$ cat src/include/readout_regs_pkg.sv
package readout_regs_pkg;

  // ----------------------------------------------------------------
  // Bus geometry and register indices (byte address = index * 4).
  // ----------------------------------------------------------------
  localparam int ADDR_W = 18;
  localparam logic [15:0] IDX_BP_MAP = 16'h5107;
  localparam logic [15:0] IDX_LOC_ID = 16'h5108;
  localparam logic [15:0] IDX_SCAN_DLY = 16'h510A;
  localparam logic [15:0] IDX_ERR_A = 16'h5110;
  localparam logic [15:0] IDX_ERR_B = 16'h5111;
  localparam logic [15:0] IDX_SC_DIV = 16'h800C;
  localparam logic [15:0] IDX_IRQ_STATUS = 16'h5140;
  localparam logic [15:0] IDX_IRQ_MASK = 16'h5141;
  localparam logic [1:0] RESP_OKAY = 2'h0;
  localparam logic [1:0] RESP_SLVERR = 2'h2;

  // ----------------------------------------------------------------
  // Field widths, positions and reset values.
  // ----------------------------------------------------------------
  localparam int LOC_W = 9;
  localparam int LOC_SIDE_BIT = 8;
  localparam int LOC_SECTOR_LO = 3;
  localparam int LOC_PART_LO = 0;
  localparam logic [8:0] RST_LOC_ID = 9'h000;
  localparam int DLY_W = 13;
  localparam logic [12:0] RST_SCAN_DELAY = 13'hE10;
  localparam int SC_CODE_W = 2;
  localparam logic [1:0] RST_SC_CODE = 2'h0;
  localparam int ERR_W = 20;
  localparam int ERR_CHIP_BIT = 0;
  localparam int ERR_WR_LO = 1;
  localparam int ERR_RD_LO = 8;
  localparam int ERR_RDO_WR_BIT = 15;
  localparam int ERR_RDO_LO = 16;
  localparam int IRQ_W = 3;
  localparam int IRQ_ERR_A = 0;
  localparam int IRQ_ERR_B = 1;
  localparam int IRQ_SCAN_DONE = 2;
  localparam logic [2:0] RST_IRQ_MASK = 3'h0;

  // ----------------------------------------------------------------
  // Timing constants.
  // ----------------------------------------------------------------
  localparam int SYS_CLK_PERIOD_NS = 4;
  localparam int SCAN_TICK_NS = 25;
  localparam int SC_FAST_FREQ_KHZ = 5000;
  localparam int SC_FAST_HALF_NS = 1000000 / (2 * SC_FAST_FREQ_KHZ);

  // Scan sequencer states.
  typedef enum logic [1:0] {
    SCAN_IDLE = 2'b01,
    SCAN_WAIT = 2'b10
  } scan_state_t;

endpackage

$ cat src/rtl/rate_tick.sv
`timescale 1ns/10ps
`default_nettype none
module rate_tick #(
  parameter int STEP = 4,
  parameter int MODULUS = 25
) (
  input wire logic sys_clk, // System clock.
  input wire logic rst_n, // Asynchronous reset, active low.
  output logic tick // One-cycle pulse every MODULUS/STEP clocks on average.
);
  // ----------------------------------------------------------------
  // Fractional accumulator.
  // ----------------------------------------------------------------
  localparam int AW = $clog2(MODULUS + STEP) + 1;
  logic [AW-1:0] acc; // Phase accumulator in units of STEP.
  wire logic [AW-1:0] sum = acc + AW'(STEP);
  wire logic wrap = (sum >= AW'(MODULUS));

  // Periods that are not whole clocks alternate between two spacings.
  always_ff @(posedge sys_clk or negedge rst_n) begin
    if (!rst_n) begin
      acc <= '0;
      tick <= 1'b0;
    end else begin
      acc <= wrap ? sum - AW'(MODULUS) : sum;
      tick <= wrap;
    end
  end

  a_tick_single: assert property (@(posedge sys_clk) disable iff (!rst_n)
    (MODULUS > STEP) && tick |=> !tick)
    else $error("Tick pulse lasted more than one cycle.");
endmodule
`default_nettype wire

$ cat src/rtl/error_latch.sv
`timescale 1ns/10ps
`default_nettype none
module error_latch
  import readout_regs_pkg::*;
(
  input wire logic sys_clk, // System clock.
  input wire logic rst_n, // Asynchronous reset, active low.
  input wire logic chipError, // Front-end chip error line, high active.
  input wire logic [6:0] wrFault, // Write machine fault pulses.
  input wire logic [6:0] rdFault, // Read machine fault pulses.
  input wire logic wrFromReadout, // Write transaction owned by readout machine.
  input wire logic [3:0] rdoFault, // Event readout fault pulses.
  input wire logic clear, // Clear request from a register read.
  output logic [19:0] errorCode, // Sticky error code.
  output logic newError // Some error bit is being set this cycle.
);
  // ----------------------------------------------------------------
  // Event vector in register layout.
  // ----------------------------------------------------------------
  // readout write failure
  wire logic rdoWrFail = wrFromReadout & (|wrFault);
  wire logic [ERR_W-1:0] setVec = {rdoFault, rdoWrFail, rdFault, wrFault, chipError};
  assign newError = |setVec;

  // A set in the clearing cycle survives the clear.
  always_ff @(posedge sys_clk or negedge rst_n) begin
    if (!rst_n) begin
      errorCode <= '0;
    end else begin
      errorCode <= (clear ? '0 : errorCode) | setVec;
    end
  end

  a_chip_bit: assert property (@(posedge sys_clk) disable iff (!rst_n)
    chipError |=> errorCode[ERR_CHIP_BIT])
    else $error("Chip error line not recorded.");
  a_wr_bits: assert property (@(posedge sys_clk) disable iff (!rst_n)
    wrFault != 7'h00 |=> (errorCode[7:1] & $past(wrFault)) == $past(wrFault))
    else $error("Write machine fault not recorded.");
  a_rd_bits: assert property (@(posedge sys_clk) disable iff (!rst_n)
    rdFault != 7'h00 |=> (errorCode[14:8] & $past(rdFault)) == $past(rdFault))
    else $error("Read machine fault not recorded.");
  a_rdo_write: assert property (@(posedge sys_clk) disable iff (!rst_n)
    wrFromReadout && (wrFault != 7'h00) |=> errorCode[ERR_RDO_WR_BIT])
    else $error("Readout write failure bit wrong.");
  a_rdo_cause: assert property (@(posedge sys_clk) disable iff (!rst_n)
    !clear && !errorCode[ERR_RDO_WR_BIT] && !(wrFromReadout && (wrFault != 7'h00))
      |=> !errorCode[ERR_RDO_WR_BIT])
    else $error("Readout write failure bit set without cause.");
  a_rdo_bits: assert property (@(posedge sys_clk) disable iff (!rst_n)
    rdoFault != 4'h0 |=> (errorCode[19:16] & $past(rdoFault)) == $past(rdoFault))
    else $error("Event readout fault not recorded.");
endmodule
`default_nettype wire

$ cat src/rtl/readout_config_regs.sv
// The AXI4-Lite interface to the registers is this design's own decision.
`timescale 1ns/10ps
`default_nettype none
// Functional notes
// - Backplane bit selects card list mapping.
// - Nine-bit location: side, sector, partition.
// - Broadcast scan command, then wait delay.
// - Thirteen-bit delay in 25 ns, reset 0xE10.
// - Slow clock 5/2.5/1.25/0.625 MHz by code.
// - Error bit 0 records chip error line.
// - Bits 1-7 record write machine faults.
// - Bits 8-14 record read machine faults.
// - Bit 15: readout-started write failed.
// - Bits 16-19 record event readout faults.
module readout_config_regs
  import readout_regs_pkg::*;
#(
  parameter int CARDS = 32
) (
  input wire logic sys_clk, // System clock, 250 MHz.
  input wire logic rst_n, // Asynchronous reset, active low.
  input wire logic [17:0] s_axi_awaddr, // Write address.
  input wire logic s_axi_awvalid, // Write address valid.
  output logic s_axi_awready, // Write address ready.
  input wire logic [31:0] s_axi_wdata, // Write data.
  input wire logic [3:0] s_axi_wstrb, // Write byte strobes.
  input wire logic s_axi_wvalid, // Write data valid.
  output logic s_axi_wready, // Write data ready.
  output logic [1:0] s_axi_bresp, // Write response.
  output logic s_axi_bvalid, // Write response valid.
  input wire logic s_axi_bready, // Write response ready.
  input wire logic [17:0] s_axi_araddr, // Read address.
  input wire logic s_axi_arvalid, // Read address valid.
  output logic s_axi_arready, // Read address ready.
  output logic [31:0] s_axi_rdata, // Read data.
  output logic [1:0] s_axi_rresp, // Read response.
  output logic s_axi_rvalid, // Read data valid.
  input wire logic s_axi_rready, // Read data ready.
  output logic irq, // Level interrupt, high active.
  input wire logic backplaneStrap, // Backplane version strap.
  input wire logic [CARDS-1:0] activeCardList, // Cards to power, A low half.
  output logic [CARDS-1:0] cardSwitch, // Card switch lines.
  output logic [8:0] unitLocationId, // Location identifier.
  input wire logic sparseScanStart, // Readout machine requests a scan.
  output logic scanCmdStrobe, // One-cycle broadcast of the scan command.
  output logic scanBusy, // Waiting out the scan delay.
  output logic scanDone, // One-cycle pulse when the delay has elapsed.
  output logic slowClk, // Slow-control clock to board controllers.
  input wire logic chipErrorA, // Branch A chip error line.
  input wire logic [6:0] wrFaultA, // Branch A write machine faults.
  input wire logic [6:0] rdFaultA, // Branch A read machine faults.
  input wire logic wrFromReadoutA, // Branch A write owned by readout machine.
  input wire logic [3:0] rdoFaultA, // Branch A event readout faults.
  input wire logic chipErrorB, // Branch B chip error line.
  input wire logic [6:0] wrFaultB, // Branch B write machine faults.
  input wire logic [6:0] rdFaultB, // Branch B read machine faults.
  input wire logic wrFromReadoutB, // Branch B write owned by readout machine.
  input wire logic [3:0] rdoFaultB // Branch B event readout faults.
);

  // ----------------------------------------------------------------
  // Declarations.
  // ----------------------------------------------------------------
  logic [ADDR_W-1:0] wrAddr; // Captured write address.
  logic [31:0] wrData; // Captured write data.
  logic [3:0] wrStrb; // Captured write strobes.
  logic bpMode; // Backplane mapping bit.
  logic strapTaken; // Strap has been sampled after reset.
  logic [DLY_W-1:0] scanDelay; // Scan delay in 25 ns ticks.
  logic [SC_CODE_W-1:0] scCode; // Slow clock rate code.
  logic [IRQ_W-1:0] irqStatus; // Sticky event bits.
  logic [IRQ_W-1:0] irqMask; // Interrupt enables.
  scan_state_t scanState; // Scan sequencer state.
  logic [DLY_W-1:0] scanCount; // Remaining scan ticks.
  logic [2:0] halfCnt; // Base ticks in current slow clock half.
  logic [ERR_W-1:0] errCodeA; // Branch A error code.
  logic [ERR_W-1:0] errCodeB; // Branch B error code.
  logic newErrA; // Branch A error event.
  logic newErrB; // Branch B error event.
  logic scanTick; // 25 ns tick.
  logic [4:0] scanPhase; // Nanoseconds elapsed in the current 25 ns tick.
  logic baseTick; // Half period tick of the fastest slow clock.

  // ----------------------------------------------------------------
  // Write channel decode.
  // ----------------------------------------------------------------
  wire logic awHs = s_axi_awvalid & s_axi_awready;
  wire logic wHs = s_axi_wvalid & s_axi_wready;
  wire logic doWrite = !s_axi_awready && !s_axi_wready && !s_axi_bvalid;
  wire logic [15:0] wrIdx = wrAddr[ADDR_W-1:2];
  wire logic wrHitLoc = doWrite && (wrIdx == IDX_LOC_ID);
  wire logic wrHitDly = doWrite && (wrIdx == IDX_SCAN_DLY);
  wire logic wrHitSc = doWrite && (wrIdx == IDX_SC_DIV);
  wire logic wrHitMask = doWrite && (wrIdx == IDX_IRQ_MASK);
  wire logic wrKnown = (wrIdx == IDX_LOC_ID) || (wrIdx == IDX_SCAN_DLY)
    || (wrIdx == IDX_SC_DIV) || (wrIdx == IDX_IRQ_MASK) || (wrIdx == IDX_BP_MAP)
    || (wrIdx == IDX_ERR_A) || (wrIdx == IDX_ERR_B) || (wrIdx == IDX_IRQ_STATUS);
  // Byte lanes enabled by the captured strobes; lanes left out keep their old value.
  wire logic [31:0] strbMask = {{8{wrStrb[3]}}, {8{wrStrb[2]}}, {8{wrStrb[1]}}, {8{wrStrb[0]}}};
  wire logic [31:0] locMerged = ({23'h000000, unitLocationId} & ~strbMask) | (wrData & strbMask);
  wire logic [31:0] dlyMerged = ({19'h00000, scanDelay} & ~strbMask) | (wrData & strbMask);
  wire logic [31:0] scMerged = ({30'h00000000, scCode} & ~strbMask) | (wrData & strbMask);
  wire logic [31:0] maskMerged = ({29'h00000000, irqMask} & ~strbMask) | (wrData & strbMask);

  // Address and data are taken in either order; the write fires once both are held.
  always_ff @(posedge sys_clk or negedge rst_n) begin
    if (!rst_n) begin
      s_axi_awready <= 1'b1;
      s_axi_wready <= 1'b1;
      s_axi_bvalid <= 1'b0;
      s_axi_bresp <= RESP_OKAY;
      wrAddr <= '0;
      wrData <= 32'h00000000;
      wrStrb <= 4'h0;
    end else begin
      if (awHs) begin
        wrAddr <= s_axi_awaddr;
        s_axi_awready <= 1'b0;
      end
      if (wHs) begin
        wrData <= s_axi_wdata;
        wrStrb <= s_axi_wstrb;
        s_axi_wready <= 1'b0;
      end
      if (doWrite) begin
        s_axi_bvalid <= 1'b1;
        s_axi_bresp <= wrKnown ? RESP_OKAY : RESP_SLVERR;
      end else if (s_axi_bvalid && s_axi_bready) begin
        s_axi_bvalid <= 1'b0;
        s_axi_awready <= 1'b1;
        s_axi_wready <= 1'b1;
      end
    end
  end

  // ----------------------------------------------------------------
  // Writable configuration registers.
  // ----------------------------------------------------------------
  // Read-only registers ignore writes but still answer OKAY.
  always_ff @(posedge sys_clk or negedge rst_n) begin
    if (!rst_n) begin
      unitLocationId <= RST_LOC_ID;
      scanDelay <= RST_SCAN_DELAY;
      scCode <= RST_SC_CODE;
      irqMask <= RST_IRQ_MASK;
    end else begin
      if (wrHitLoc) begin
        unitLocationId <= locMerged[LOC_W-1:0];
      end
      if (wrHitDly) begin
        scanDelay <= dlyMerged[DLY_W-1:0];
      end
      if (wrHitSc) begin
        scCode <= scMerged[SC_CODE_W-1:0];
      end
      if (wrHitMask) begin
        irqMask <= maskMerged[IRQ_W-1:0];
      end
    end
  end

  // ----------------------------------------------------------------
  // Read channel decode and selection.
  // ----------------------------------------------------------------
  wire logic arHs = s_axi_arvalid & s_axi_arready;
  wire logic [15:0] rdIdx = s_axi_araddr[ADDR_W-1:2];
  wire logic rdBp = (rdIdx == IDX_BP_MAP);
  wire logic rdLoc = (rdIdx == IDX_LOC_ID);
  wire logic rdDly = (rdIdx == IDX_SCAN_DLY);
  wire logic rdErrA = (rdIdx == IDX_ERR_A);
  wire logic rdErrB = (rdIdx == IDX_ERR_B);
  wire logic rdSc = (rdIdx == IDX_SC_DIV);
  wire logic rdStat = (rdIdx == IDX_IRQ_STATUS);
  wire logic rdMask = (rdIdx == IDX_IRQ_MASK);
  wire logic rdKnown = rdBp | rdLoc | rdDly | rdErrA | rdErrB | rdSc | rdStat | rdMask;
  wire logic [31:0] readWord =
    rdBp ? {31'h00000000, bpMode} :
    rdLoc ? {23'h000000, unitLocationId} :
    rdDly ? {19'h00000, scanDelay} :
    rdErrA ? {12'h000, errCodeA} :
    rdErrB ? {12'h000, errCodeB} :
    rdSc ? {30'h00000000, scCode} :
    rdStat ? {29'h00000000, irqStatus} :
    rdMask ? {29'h00000000, irqMask} : 32'h00000000;
  wire logic clrErrA = arHs && rdErrA;
  wire logic clrErrB = arHs && rdErrB;
  wire logic clrStat = arHs && rdStat;

  // Data is sampled at the address handshake, so a read-clear never loses it.
  always_ff @(posedge sys_clk or negedge rst_n) begin
    if (!rst_n) begin
      s_axi_arready <= 1'b1;
      s_axi_rvalid <= 1'b0;
      s_axi_rdata <= 32'h00000000;
      s_axi_rresp <= RESP_OKAY;
    end else if (arHs) begin
      s_axi_arready <= 1'b0;
      s_axi_rvalid <= 1'b1;
      s_axi_rdata <= readWord;
      s_axi_rresp <= rdKnown ? RESP_OKAY : RESP_SLVERR;
    end else if (s_axi_rvalid && s_axi_rready) begin
      s_axi_rvalid <= 1'b0;
      s_axi_arready <= 1'b1;
    end
  end

  // ----------------------------------------------------------------
  // Backplane mapping.
  // ----------------------------------------------------------------
  // The strap is caught on the first edge after reset release.
  always_ff @(posedge sys_clk or negedge rst_n) begin
    if (!rst_n) begin
      bpMode <= 1'b0;
      strapTaken <= 1'b0;
    end else if (!strapTaken) begin
      bpMode <= backplaneStrap;
      strapTaken <= 1'b1;
    end
  end

  wire logic [CARDS-1:0] swappedList = {activeCardList[CARDS/2-1:0],
                                        activeCardList[CARDS-1:CARDS/2]};

  always_ff @(posedge sys_clk or negedge rst_n) begin
    if (!rst_n) begin
      cardSwitch <= '0;
    end else begin
      cardSwitch <= bpMode ? swappedList : activeCardList;
    end
  end

  // ----------------------------------------------------------------
  // Scan event length sequencer.
  // ----------------------------------------------------------------
  // The tick phase restarts with each scan, so the wait is exact to one clock.
  wire logic [5:0] phaseSum = {1'b0, scanPhase} + 6'(SYS_CLK_PERIOD_NS);
  assign scanTick = scanBusy && (phaseSum >= 6'(SCAN_TICK_NS));
  wire logic scanFinish = (scanState == SCAN_WAIT) && (scanCount == '0);
  assign scanBusy = scanState[1];

  always_ff @(posedge sys_clk or negedge rst_n) begin
    if (!rst_n) begin
      scanState <= SCAN_IDLE;
      scanCount <= '0;
      scanPhase <= 5'h00;
      scanCmdStrobe <= 1'b0;
      scanDone <= 1'b0;
    end else begin
      scanCmdStrobe <= 1'b0;
      scanDone <= 1'b0;
      unique case (scanState)
        SCAN_IDLE: begin
          if (sparseScanStart) begin
            scanCmdStrobe <= 1'b1;
            scanCount <= scanDelay;
            scanPhase <= 5'h00;
            scanState <= SCAN_WAIT;
          end
        end
        SCAN_WAIT: begin
          scanPhase <= scanTick ? 5'(phaseSum - 6'(SCAN_TICK_NS)) : phaseSum[4:0];
          if (scanFinish) begin
            scanDone <= 1'b1;
            scanState <= SCAN_IDLE;
          end else if (scanTick) begin
            scanCount <= scanCount - 13'h0001;
          end
        end
      endcase
    end
  end

  // ----------------------------------------------------------------
  // Slow-control clock.
  // ----------------------------------------------------------------
  rate_tick #(.STEP(SYS_CLK_PERIOD_NS), .MODULUS(SC_FAST_HALF_NS)) slowTicker (
    .sys_clk(sys_clk), .rst_n(rst_n), .tick(baseTick)
  );

  wire logic [2:0] halfLimit = 3'((4'h1 << scCode) - 4'h1);
  wire logic halfEnd = baseTick && (halfCnt >= halfLimit);

  always_ff @(posedge sys_clk or negedge rst_n) begin
    if (!rst_n) begin
      halfCnt <= 3'h0;
      slowClk <= 1'b0;
    end else if (halfEnd) begin
      halfCnt <= 3'h0;
      slowClk <= !slowClk;
    end else if (baseTick) begin
      halfCnt <= halfCnt + 3'h1;
    end
  end

  // ----------------------------------------------------------------
  // Branch error codes.
  // ----------------------------------------------------------------
  // one latch per branch
  error_latch errLatchA (
    .sys_clk(sys_clk), .rst_n(rst_n), .chipError(chipErrorA), .wrFault(wrFaultA),
    .rdFault(rdFaultA), .wrFromReadout(wrFromReadoutA), .rdoFault(rdoFaultA),
    .clear(clrErrA), .errorCode(errCodeA), .newError(newErrA)
  );

  error_latch errLatchB (
    .sys_clk(sys_clk), .rst_n(rst_n), .chipError(chipErrorB), .wrFault(wrFaultB),
    .rdFault(rdFaultB), .wrFromReadout(wrFromReadoutB), .rdoFault(rdoFaultB),
    .clear(clrErrB), .errorCode(errCodeB), .newError(newErrB)
  );

  // ----------------------------------------------------------------
  // Interrupt status and output.
  // ----------------------------------------------------------------
  wire logic [IRQ_W-1:0] irqSet = {scanDone, newErrB, newErrA};

  // Events set status bits; a status read clears them unless set again.
  always_ff @(posedge sys_clk or negedge rst_n) begin
    if (!rst_n) begin
      irqStatus <= '0;
      irq <= 1'b0;
    end else begin
      irqStatus <= (clrStat ? '0 : irqStatus) | irqSet;
      irq <= |(irqStatus & irqMask);
    end
  end

  // ----------------------------------------------------------------
  // Assertions.
  // ----------------------------------------------------------------
  a_bp_mapping: assert property (@(posedge sys_clk) disable iff (!rst_n)
    strapTaken |=> cardSwitch == ($past(bpMode) ? $past(swappedList) : $past(activeCardList)))
    else $error("Card switch mapping wrong.");
  a_loc_store: assert property (@(posedge sys_clk) disable iff (!rst_n)
    wrHitLoc && wrStrb == 4'hF |=> unitLocationId == $past(wrData[8:0]))
    else $error("Location identifier not stored.");
  a_scan_start: assert property (@(posedge sys_clk) disable iff (!rst_n)
    scanState == SCAN_IDLE && sparseScanStart |=> scanCmdStrobe && scanBusy
      && scanCount == $past(scanDelay))
    else $error("Scan command not broadcast.");
  a_scan_count: assert property (@(posedge sys_clk) disable iff (!rst_n)
    scanBusy && scanCount != '0 && scanTick |=> scanCount == $past(scanCount) - 13'h0001)
    else $error("Scan delay not counting.");
  a_dly_reset: assert property (@(posedge sys_clk) disable iff (!rst_n)
    $rose(rst_n) |-> scanDelay == RST_SCAN_DELAY)
    else $error("Scan delay reset value wrong.");
  a_slow_toggle: assert property (@(posedge sys_clk) disable iff (!rst_n)
    halfEnd |=> slowClk != $past(slowClk) && halfCnt == 3'h0)
    else $error("Slow clock did not toggle.");
  a_branch_apart: assert property (@(posedge sys_clk) disable iff (!rst_n)
    !newErrB && !clrErrB |=> $stable(errCodeB))
    else $error("Branch B code changed without cause.");
  a_irq_level: assert property (@(posedge sys_clk) disable iff (!rst_n)
    (irqStatus & irqMask) != '0 |=> irq)
    else $error("Interrupt not raised.");

  c_scan_done: cover property (@(posedge sys_clk) disable iff (!rst_n) scanDone);
  c_err_both: cover property (@(posedge sys_clk) disable iff (!rst_n) newErrA && newErrB);
  c_slow_slowest: cover property (@(posedge sys_clk) disable iff (!rst_n)
    halfEnd && scCode == 2'h3);

endmodule
`default_nettype wire

$ cat config.mk
export PLATFORM = sky130hd
export DESIGN_NAME = readout_config_regs
export DESIGN_NICKNAME = d
export VERILOG_FILES = /design/src/include/readout_regs_pkg.sv /design/src/rtl/rate_tick.sv /design/src/rtl/error_latch.sv /design/src/rtl/readout_config_regs.sv
export SDC_FILE = /design/constraint.sdc
export NUM_CORES = 1
export LEC_CHECK = 0
export BUFFER_PORTS_ARGS = -buffer_cell sky130_fd_sc_hd__buf_2
export CAP_MARGIN = 20
export CORE_AREA = 3 3 134 136
export CTS_CLUSTER_SIZE = 25
export DETAILED_ROUTE_END_ITERATION = 10
export DIE_AREA = 0 0 137 139
export PLACE_DENSITY = 0.79
export REMOVE_ABC_BUFFERS = 1
export SKIP_CTS_REPAIR_TIMING = 1
export SYNTH_ARGS = -nofsm -noshare
export SYNTH_HDL_FRONTEND = slang
export SYNTH_SLANG_ARGS = --single-unit
export TNS_END_PERCENT = 5
$ cat constraint.sdc
create_clock -name sys_clk -period 2.6 [get_ports sys_clk]
set_input_delay 0.78 -clock sys_clk [delete_from_list [all_inputs] [get_ports sys_clk]]
set_output_delay 0.78 -clock sys_clk [all_outputs]
set_load 0.01 [all_outputs]
-- Word level (Yosys, flattened, before mapping)
Index checks and enable logic that the tools add are counted.
- add/subtract/negate cells: 7
- mux-type cells: 43
- reductions and logical operators: 36
- bitwise logic cells: 26
- eq/ne operators: 22
- shift-type cells: 1
- $lt $le $gt $ge: 3
- operators with widths (kind ; number):
    $eq A16 B15 Y1 const B ; 14
    $mux W20 ; 7
    $or A20 B20 Y20 ; 2
    $reduce_or A20 Y1 ; 2
    $mux W13 ; 3
    $eq A16 B16 Y1 const B ; 2
    $mux W32 ; 1
    $and A13 B13 Y13 ; 2
    $pmux W13 S2 ; 1
    $mux W3 ; 6
    $mux W1 ; 16
    $logic_and A1 B1 Y1 ; 14
    $reduce_or A7 Y1 ; 2
    $logic_not A13 Y1 ; 1
    $not A13 Y13 ; 1
    $or A13 B13 Y13 ; 1
    $sub A13 B1 Y13 const B ; 1
    $mux W5 ; 2
    $pmux W5 S2 ; 1
    $and A9 B9 Y9 ; 1
    $or A9 B9 Y9 ; 1
    $add A8 B3 Y8 const B ; 1
    $ge A8 B7 Y1 const B ; 1
    $mux W2 ; 4
    25 further kinds ; 51
- bits of input ports: 153
- bits in registers: 214
- logic and storage cells: 169

-- Logic depth before layout (Yosys ltp)
Gate-level depths: netlist (run 1).
- word-level depth: 9
- gate-level depth with buffers: 9

-- By module
A second synthesis (run 1) with hierarchy kept.
- cells, all modules: 759
- area total of the unflattened synthesis: 8882.3 um^2
- by module, submodules not included (module ; sequential area each (um^2) ; instances ; area an instance (um^2) ; cells an instance):
    readout_config_regs ; 3738.6 ; 1 ; 6947.9 ; 608
    error_latch ; 500.5 ; 2 ; 715.7 ; 50
    rate_tick ; 175.2 ; 1 ; 503.0 ; 51

-- Worst setup path before layout (run 1)
No wires, ideal clock.
- path kind: input to register
- start: input s_axi_araddr[13]
- end: register errLatchB.errorCode[15]
- required time: 2.479 ns
- setup time: 0.121 ns
- path slack: 0.317 ns
- path buffers: 2
- arrival time: 2.163 ns
- stages: 7
- cell sequence: nor4_2 > and3_1 > and3_1 > buf_2 > nand3_1 > buf_2 > a22o_1
- word-level cells in the longest chain between the ends: 4
- ends and longest elaborated chain (what ; RTL line ; text):
    from (decl) ; readout_config_regs.sv:32 ; input wire logic [17:0] s_axi_araddr,
    $eq A16 B15 Y1 ; readout_config_regs.sv:171 ; wire logic rdErrB = (rdIdx == IDX_ERR_B);
    $logic_and A1 B1 Y1 ; readout_config_regs.sv:186 ; wire logic clrErrB = arHs && rdErrB;
    $mux W20 ; error_latch.sv:30 ; errorCode <= (clear ? '0 : errorCode) | setVec;
    $or A20 B20 Y20 ; error_latch.sv:30 ;
    to (signal assigned) ; error_latch.sv:30 ;
    to (decl) ; error_latch.sv:14 ; output logic [19:0] errorCode,
No other way between the ends.
A chain may end at the register's enable or synchronous reset.

==> results of run 1 <==
layout make-up:
type	instances	area, sq um
Timing Repair Buffer	229	1320
Multi-Input combinational cell	499	3700
Fill cell	1388	6150
Inverter	24	90.1
Sequential cell	196	4910
Clock inverter	14	180
Clock buffer	17	425
Tap cell	225	282
power by group:
part	switching [mW]	internal, mW	total [mW]
Clock	1.31	1.31	2.62
Sequential	0.427	3.55	3.98
Combinational	1.04	0.902	1.94
cells in the final DEF, fill, tap and decap left out, types with 12 or more instances in the layout:
master,instances
buf_2,199
dfrtp_1,188
mux2_2,93
nand2_1,45
a21o_1,42
o21ai_0,38
inv_1,24
buf_4,22
nor3_1,20
nand3_1,19
nor2_1,19
a21oi_1,19
clkbuf_16,17
conb_1,15
nor4_1,14
ha_1,13
a22oi_1,12
mux2i_1,12
cell families after synthesis:
logic type / Yosys count
flip-flops: 196
AO/OA/AOI/OAI: 178
AND/OR/NAND/NOR: 177
multiplexers: 105
buffers and inverters: 70
adder cells (fa/ha/maj): 13
XOR/XNOR: 11
other: 2
worst max-delay path, cell delays in order, from the launching register on:
cell     delay, ps
dfstp_2        390
nor3_1         340
nand2_1        210
nor4_2         380
and3_1         480
mux2_2         390
path summary, 6_finish.rpt:
path	from	to	slack, ps
max in group asynchronous	rst_n	asynchronous set/reset pin	1590
setup / recovery	s_axi_wready$_DFF_PN1_	register	300
hold / removal	rst_n	s_axi_rdata[17]$_DFFE_PN0P_	310
hold reg to reg	s_axi_rdata[17]$_DFFE_PN0P_	s_axi_rdata[17]$_DFFE_PN0P_	480
min in group sys_clk	s_axi_rdata[17]$_DFFE_PN0P_	s_axi_rdata[17]$_DFFE_PN0P_	480
setup reg to reg	s_axi_wready$_DFF_PN1_	register	300
metrics by stage:
| step | setup TNS, ps | total power [mW] | utilization, % | setup WS (ps) | instance area, sq um |
|---|---|---|---|---|---|
| 6_report | 0 | 8.53 | 64.0 | 304 | 10900 |
| 3_3_place_gp | 0 | 5.86 | 60.4 | 152 | 10300 |
| 5_1_grt | 0 | 9.01 | 64.0 | 50.2 | 10900 |
| 4_1_cts | 0 | 8.58 | 64.0 | 301 | 10900 |
| 3_5_place_dp | 0 | 5.95 | 60.4 | 137 | 10300 |
| 2_1_floorplan | -3670 | 5.19 | - | -168 | 8710 |
routing by layer:
metal / GRT usage (%) / wire [um] / up-vias
met4: 10.1 / 788 / 2
met2: 38.9 / 10800 / 249
met3: 5.48 / 1440 / 49
met1: 30.1 / 8940 / 3343
met5: 0 / 13 / -
li1: - / - / 3172
==> out/results.ini, run 1 <==
[floorplanning]
die_w_um = 137
start_util_pct = 52.2
row_count = 48
core_sq_um = 17100
die-area_sq_um = 19000
die_y_um = 139
boundaryPins = 240

[yosys]
syn-mean-instance-area_sq_um = 11.8
async_reset_ff_share_pct = 100
synth_compound_gate_area_share_pct = 14.0
yosys.area.top_type_share_pct = 52.9
yosysUniqueCellTypes = 64
yosysSeqAreaShare_pct = 55.2
synthCells = 752
synth_area_sq_um = 8900
synth-xor-area-share_pct = 1.08
synth.most_common_cell = dfrtp_1
ys.flop_type = dfrtp_1
synth-edff-count = 0
synth-adder-area-share_pct = 1.83
synth_simple_gate_area_share_pct = 10.9
synth_common_cells = 188 x dfrtp_1, 93 x mux2_2, 45 x nand2_1, 42 x a21o_1, 38 x o21ai_0
synth_mux_area_share_pct = 13.1
synth_seq_cells = 196
synth_warnings = 0
synth_top_family_by_area = compound AO/OA/AOI/OAI gates
synth.area.top_cells = dfrtp_1 53%, mux2_2 12%, a21o_1 3.5%
yosysTopAreaCell = dfrtp_1

[layout]
num-nets-final = 1133
fin_cells = 1204
drive_above_1_share_pct = 37.9
area_delta_synth_final_pct = 22.6
n_antenna_cell = 0

[sta]
maxSlewHeadroom_pct = 54.7
setup_viol = 0
slew_violations = 0
period_needed_ps = 2300
min_period_over_period_pct = 88.3
hold_violations = 0
worstMarginPinSlew_ps = 678
fin_skew_ps = 14.4
fmax_mhz = 436
whs_ps = 308
rsz0062_at_grt = false

[route]
routed-via-count = 6815
route.detailed.drc = 0
dr.pass1.iters = 7
drt_iter0_markers = 608
via_per_inst = 5.66
wl_mm = 22.0
ant_nets = 0
wl_per_cell_um = 18.3

[clock_network]
cts_root_buffer = clkbuf_16
cts_tree = done
cts_max_level = 4
clock_latency_ps = 440
clk_pin_slew_worst_paths_ps = 80
cts_made_buffers = 17
clk_path_buf_depth = 2
cts_sinks = 196

[setup_path]
cp.required_ps = 2920
crit_arrival_ps = 2610
cp_max_fo = 8
critPathCaptureType = register
cp-start-kind = register
critPathKind = register to register
reg2reg_depth = 5

[global_route]
grt_overflow_total = 0
grt_pass1_vias = 6997
antenna_found_initial = 1
grt_max_degree = 60
grt_pass1_wl_mm = 35.6
grt_usage_pct = 23.7

[power_and_ir_drop]
leakage_nw = 4.98
powerDensity_nw_per_um2 = 782
ir_drop_mv = 0.497

[placement]
hpwl_mm = 16.4
dp_cells = 1173
io_buffers = 200
gp_congestion = 0.878

[job]
maxCapViolations = 0

[outcome]
status = finished, final reports clean

[worst_hold_path]
hold_class = primary input to asynchronous set/reset pin

(Power assumes the default switching activity.)
==> run 2: changes to the inputs <==
- CORE_AREA: 3 3 134 136 -> 3 3 132 134
- CTS_BUF_LIST: default -> sky130_fd_sc_hd__clkbuf_2 sky130_fd_sc_hd__clkbuf_4 sky130_fd_sc_hd__clkbuf_8
- DIE_AREA: 0 0 137 139 -> 0 0 135 137
- PLACE_DENSITY: 0.79 -> 0.82
- SLEW_MARGIN: default -> 30
- TNS_END_PERCENT: 5 -> default
==> run 2 against run 1 <==
Net effect:
- sequential share of layout area grew 1.2 points
- largest power group unchanged
- wire length shrank 3.0%
- power shrank 9.2%
- die area shrank 2.9%
- non-clock buffer count shrank 1
- setup slack lost 19 ps
- worst hold slack lost 36 ps
- flip-flop and latch count is the same
- critical path depth grew 2
- fmax shrank 0.81%
- register-to-register slack lost 20 ps
- largest cell class unchanged
==> out/results.ini, run 2 (synthesis gave the netlist of run 1 again) <==
[outcome]
status = finished, final reports clean

[layout]
num-nets-final = 1132  ; -0.088%
final_cell_mix = 199 x buf_2, 188 x dfrtp_1, 93 x mux2_2
layout_commonest_cell = buf_2
drive_above_1_share_pct = 37.8  ; -0.064 points
n_antenna_cell = 0  ; unchanged
fin_cells = 1198  ; -0.50%
post-route-util_pct = 64.7  ; +0.78 points
area_delta_synth_final_pct = 19.3
final_design_area_no_fill_sq_um = 10600  ; -2.6%

[clock_network]
clk_pin_slew_worst_paths_ps = 100  ; +20 ps
cts_made_buffers = 17  ; unchanged
cts_root_buffer = clkbuf_8
cts_tree = done
cts_sinks = 196  ; unchanged
clk_path_buf_depth = 2  ; unchanged
clock_latency_ps = 470  ; +30 ps
cts_max_level = 4  ; unchanged

[power_and_ir_drop]
leakage_nw = 4.84  ; -2.8%
finalPower_mw = 7.75  ; -9.2%
ir_drop_mv = 0.462  ; -7.1%
powerDensity_nw_per_um2 = 730  ; -6.7%

[floorplanning]
core_sq_um = 16400  ; -3.8%
row_count = 47  ; -2.1%
die_y_um = 137  ; -1.4%
die-area_sq_um = 18500  ; -2.9%
start_util_pct = 54.2  ; +2.1 points
die_w_um = 135  ; -1.5%
boundaryPins = 240  ; unchanged

[sta]
slew_violations = 0  ; unchanged
setup_viol = 0  ; unchanged
min_period_over_period_pct = 89.0  ; +0.72 points
finalSetupTns_ps = 0  ; unchanged
worstMarginPinSlew_ps = 697  ; +19.4 ps
maxSlewHeadroom_pct = 53.5  ; -1.2 points
period_needed_ps = 2310  ; +18.6 ps
hold_violations = 0  ; unchanged
whs_ps = 272  ; -35.7 ps
fmax_mhz = 432  ; -0.81%
fin_skew_ps = 12.7  ; -1.71 ps
setup_ws_ps = 286  ; -18.6 ps
rsz0062_at_grt = false

[setup_path]
cp.required_ps = 2940  ; +20 ps
crit_arrival_ps = 2660  ; +50 ps
critPathCaptureType = register
cp-start-kind = register
cp_max_fo = 5  ; -3
critPathKind = register to register

[placement]
preCtsSetupSlack_ps = 78.3  ; -59.0 ps
dpl_cell_area_sq_um = 10300  ; -0.50%
gp_congestion = 0.894  ; +1.8%
dp_cells = 1167  ; -0.51%
io_buffers = 200  ; unchanged
hpwl_mm = 16.0  ; -2.2%

[route]
wl_per_cell_um = 17.8  ; -2.5%
dr.pass1.iters = 5  ; -2
wl_mm = 21.3  ; -3.0%
via_per_inst = 5.67  ; +0.21%
ant_nets = 0  ; unchanged
route.detailed.drc = 0  ; unchanged
drt_iter0_markers = 492  ; -19%
routed-via-count = 6795  ; -0.29%

[job]
maxCapViolations = 0  ; unchanged

[global_route]
antenna_found_initial = 1  ; unchanged
grt_usage_pct = 23.8  ; +0.078 points
grt_max_degree = 54  ; -10%
grt_pass1_vias = 6861  ; -1.9%
grt_overflow_total = 0  ; unchanged
grt_pass1_wl_mm = 34.6  ; -2.9%

[worst_hold_path]
hold_class = primary input to asynchronous set/reset pin

==> run 2: worst paths after layout <==
kind                                     startpoint                         end  slack [ps]  cells after the start
setup reg to reg           scanCount[0]$_DFFE_PN0P_   scanCount[10]$_DFFE_PN0P_         290                      7
min in group sys_clk                   s_axi_wvalid      s_axi_wready$_DFF_PN1_         460                      2
hold reg to reg                 slowClk$_DFFE_PN0P_         slowClk$_DFFE_PN0P_         480                      1
max in group asynchronous                     rst_n    cardSwitch[23]$_DFF_PN0_        1680                      2
hold / removal                                rst_n  asynchronous set/reset pin         270                      1
setup / recovery           scanCount[0]$_DFFE_PN0P_   scanCount[10]$_DFFE_PN0P_         290                      7
==> run 2: final cells by class <==
type                    instances  area, sq um
clock inverters                13          121
repair buffers                228         1270
clock buffers                  18          248
well taps                     220          275
inverters                      24         90.1
multi-input cells             499         3700
flip-flops and latches        196         4910
fillers                      1303         5790
==> run 2: critical path: stages (launching register included) <==
cell,delay (ps)
dfrtp_1,410
inv_1,120
ha_1,200
or3b_2,500
or3b_1,480
o31ai_1,240
nand3_1,110
o2bb2ai_1,130
==> run 2: report_power, final <==
group          internal, mW  switching, mW
clock network         0.718           1.14
registers              3.55          0.423
logic                 0.904           1.02
==> run 2: per-layer routing <==
metal  vias to the layer above  global-route usage (%)  wire (um)
li1                       3166                       -          -
met1                      3366                    30.5       8800
met2                       224                    39.8      10600
met3                        37                    5.48       1410
met4                         2                    8.85        516
met5                         -                       0         13
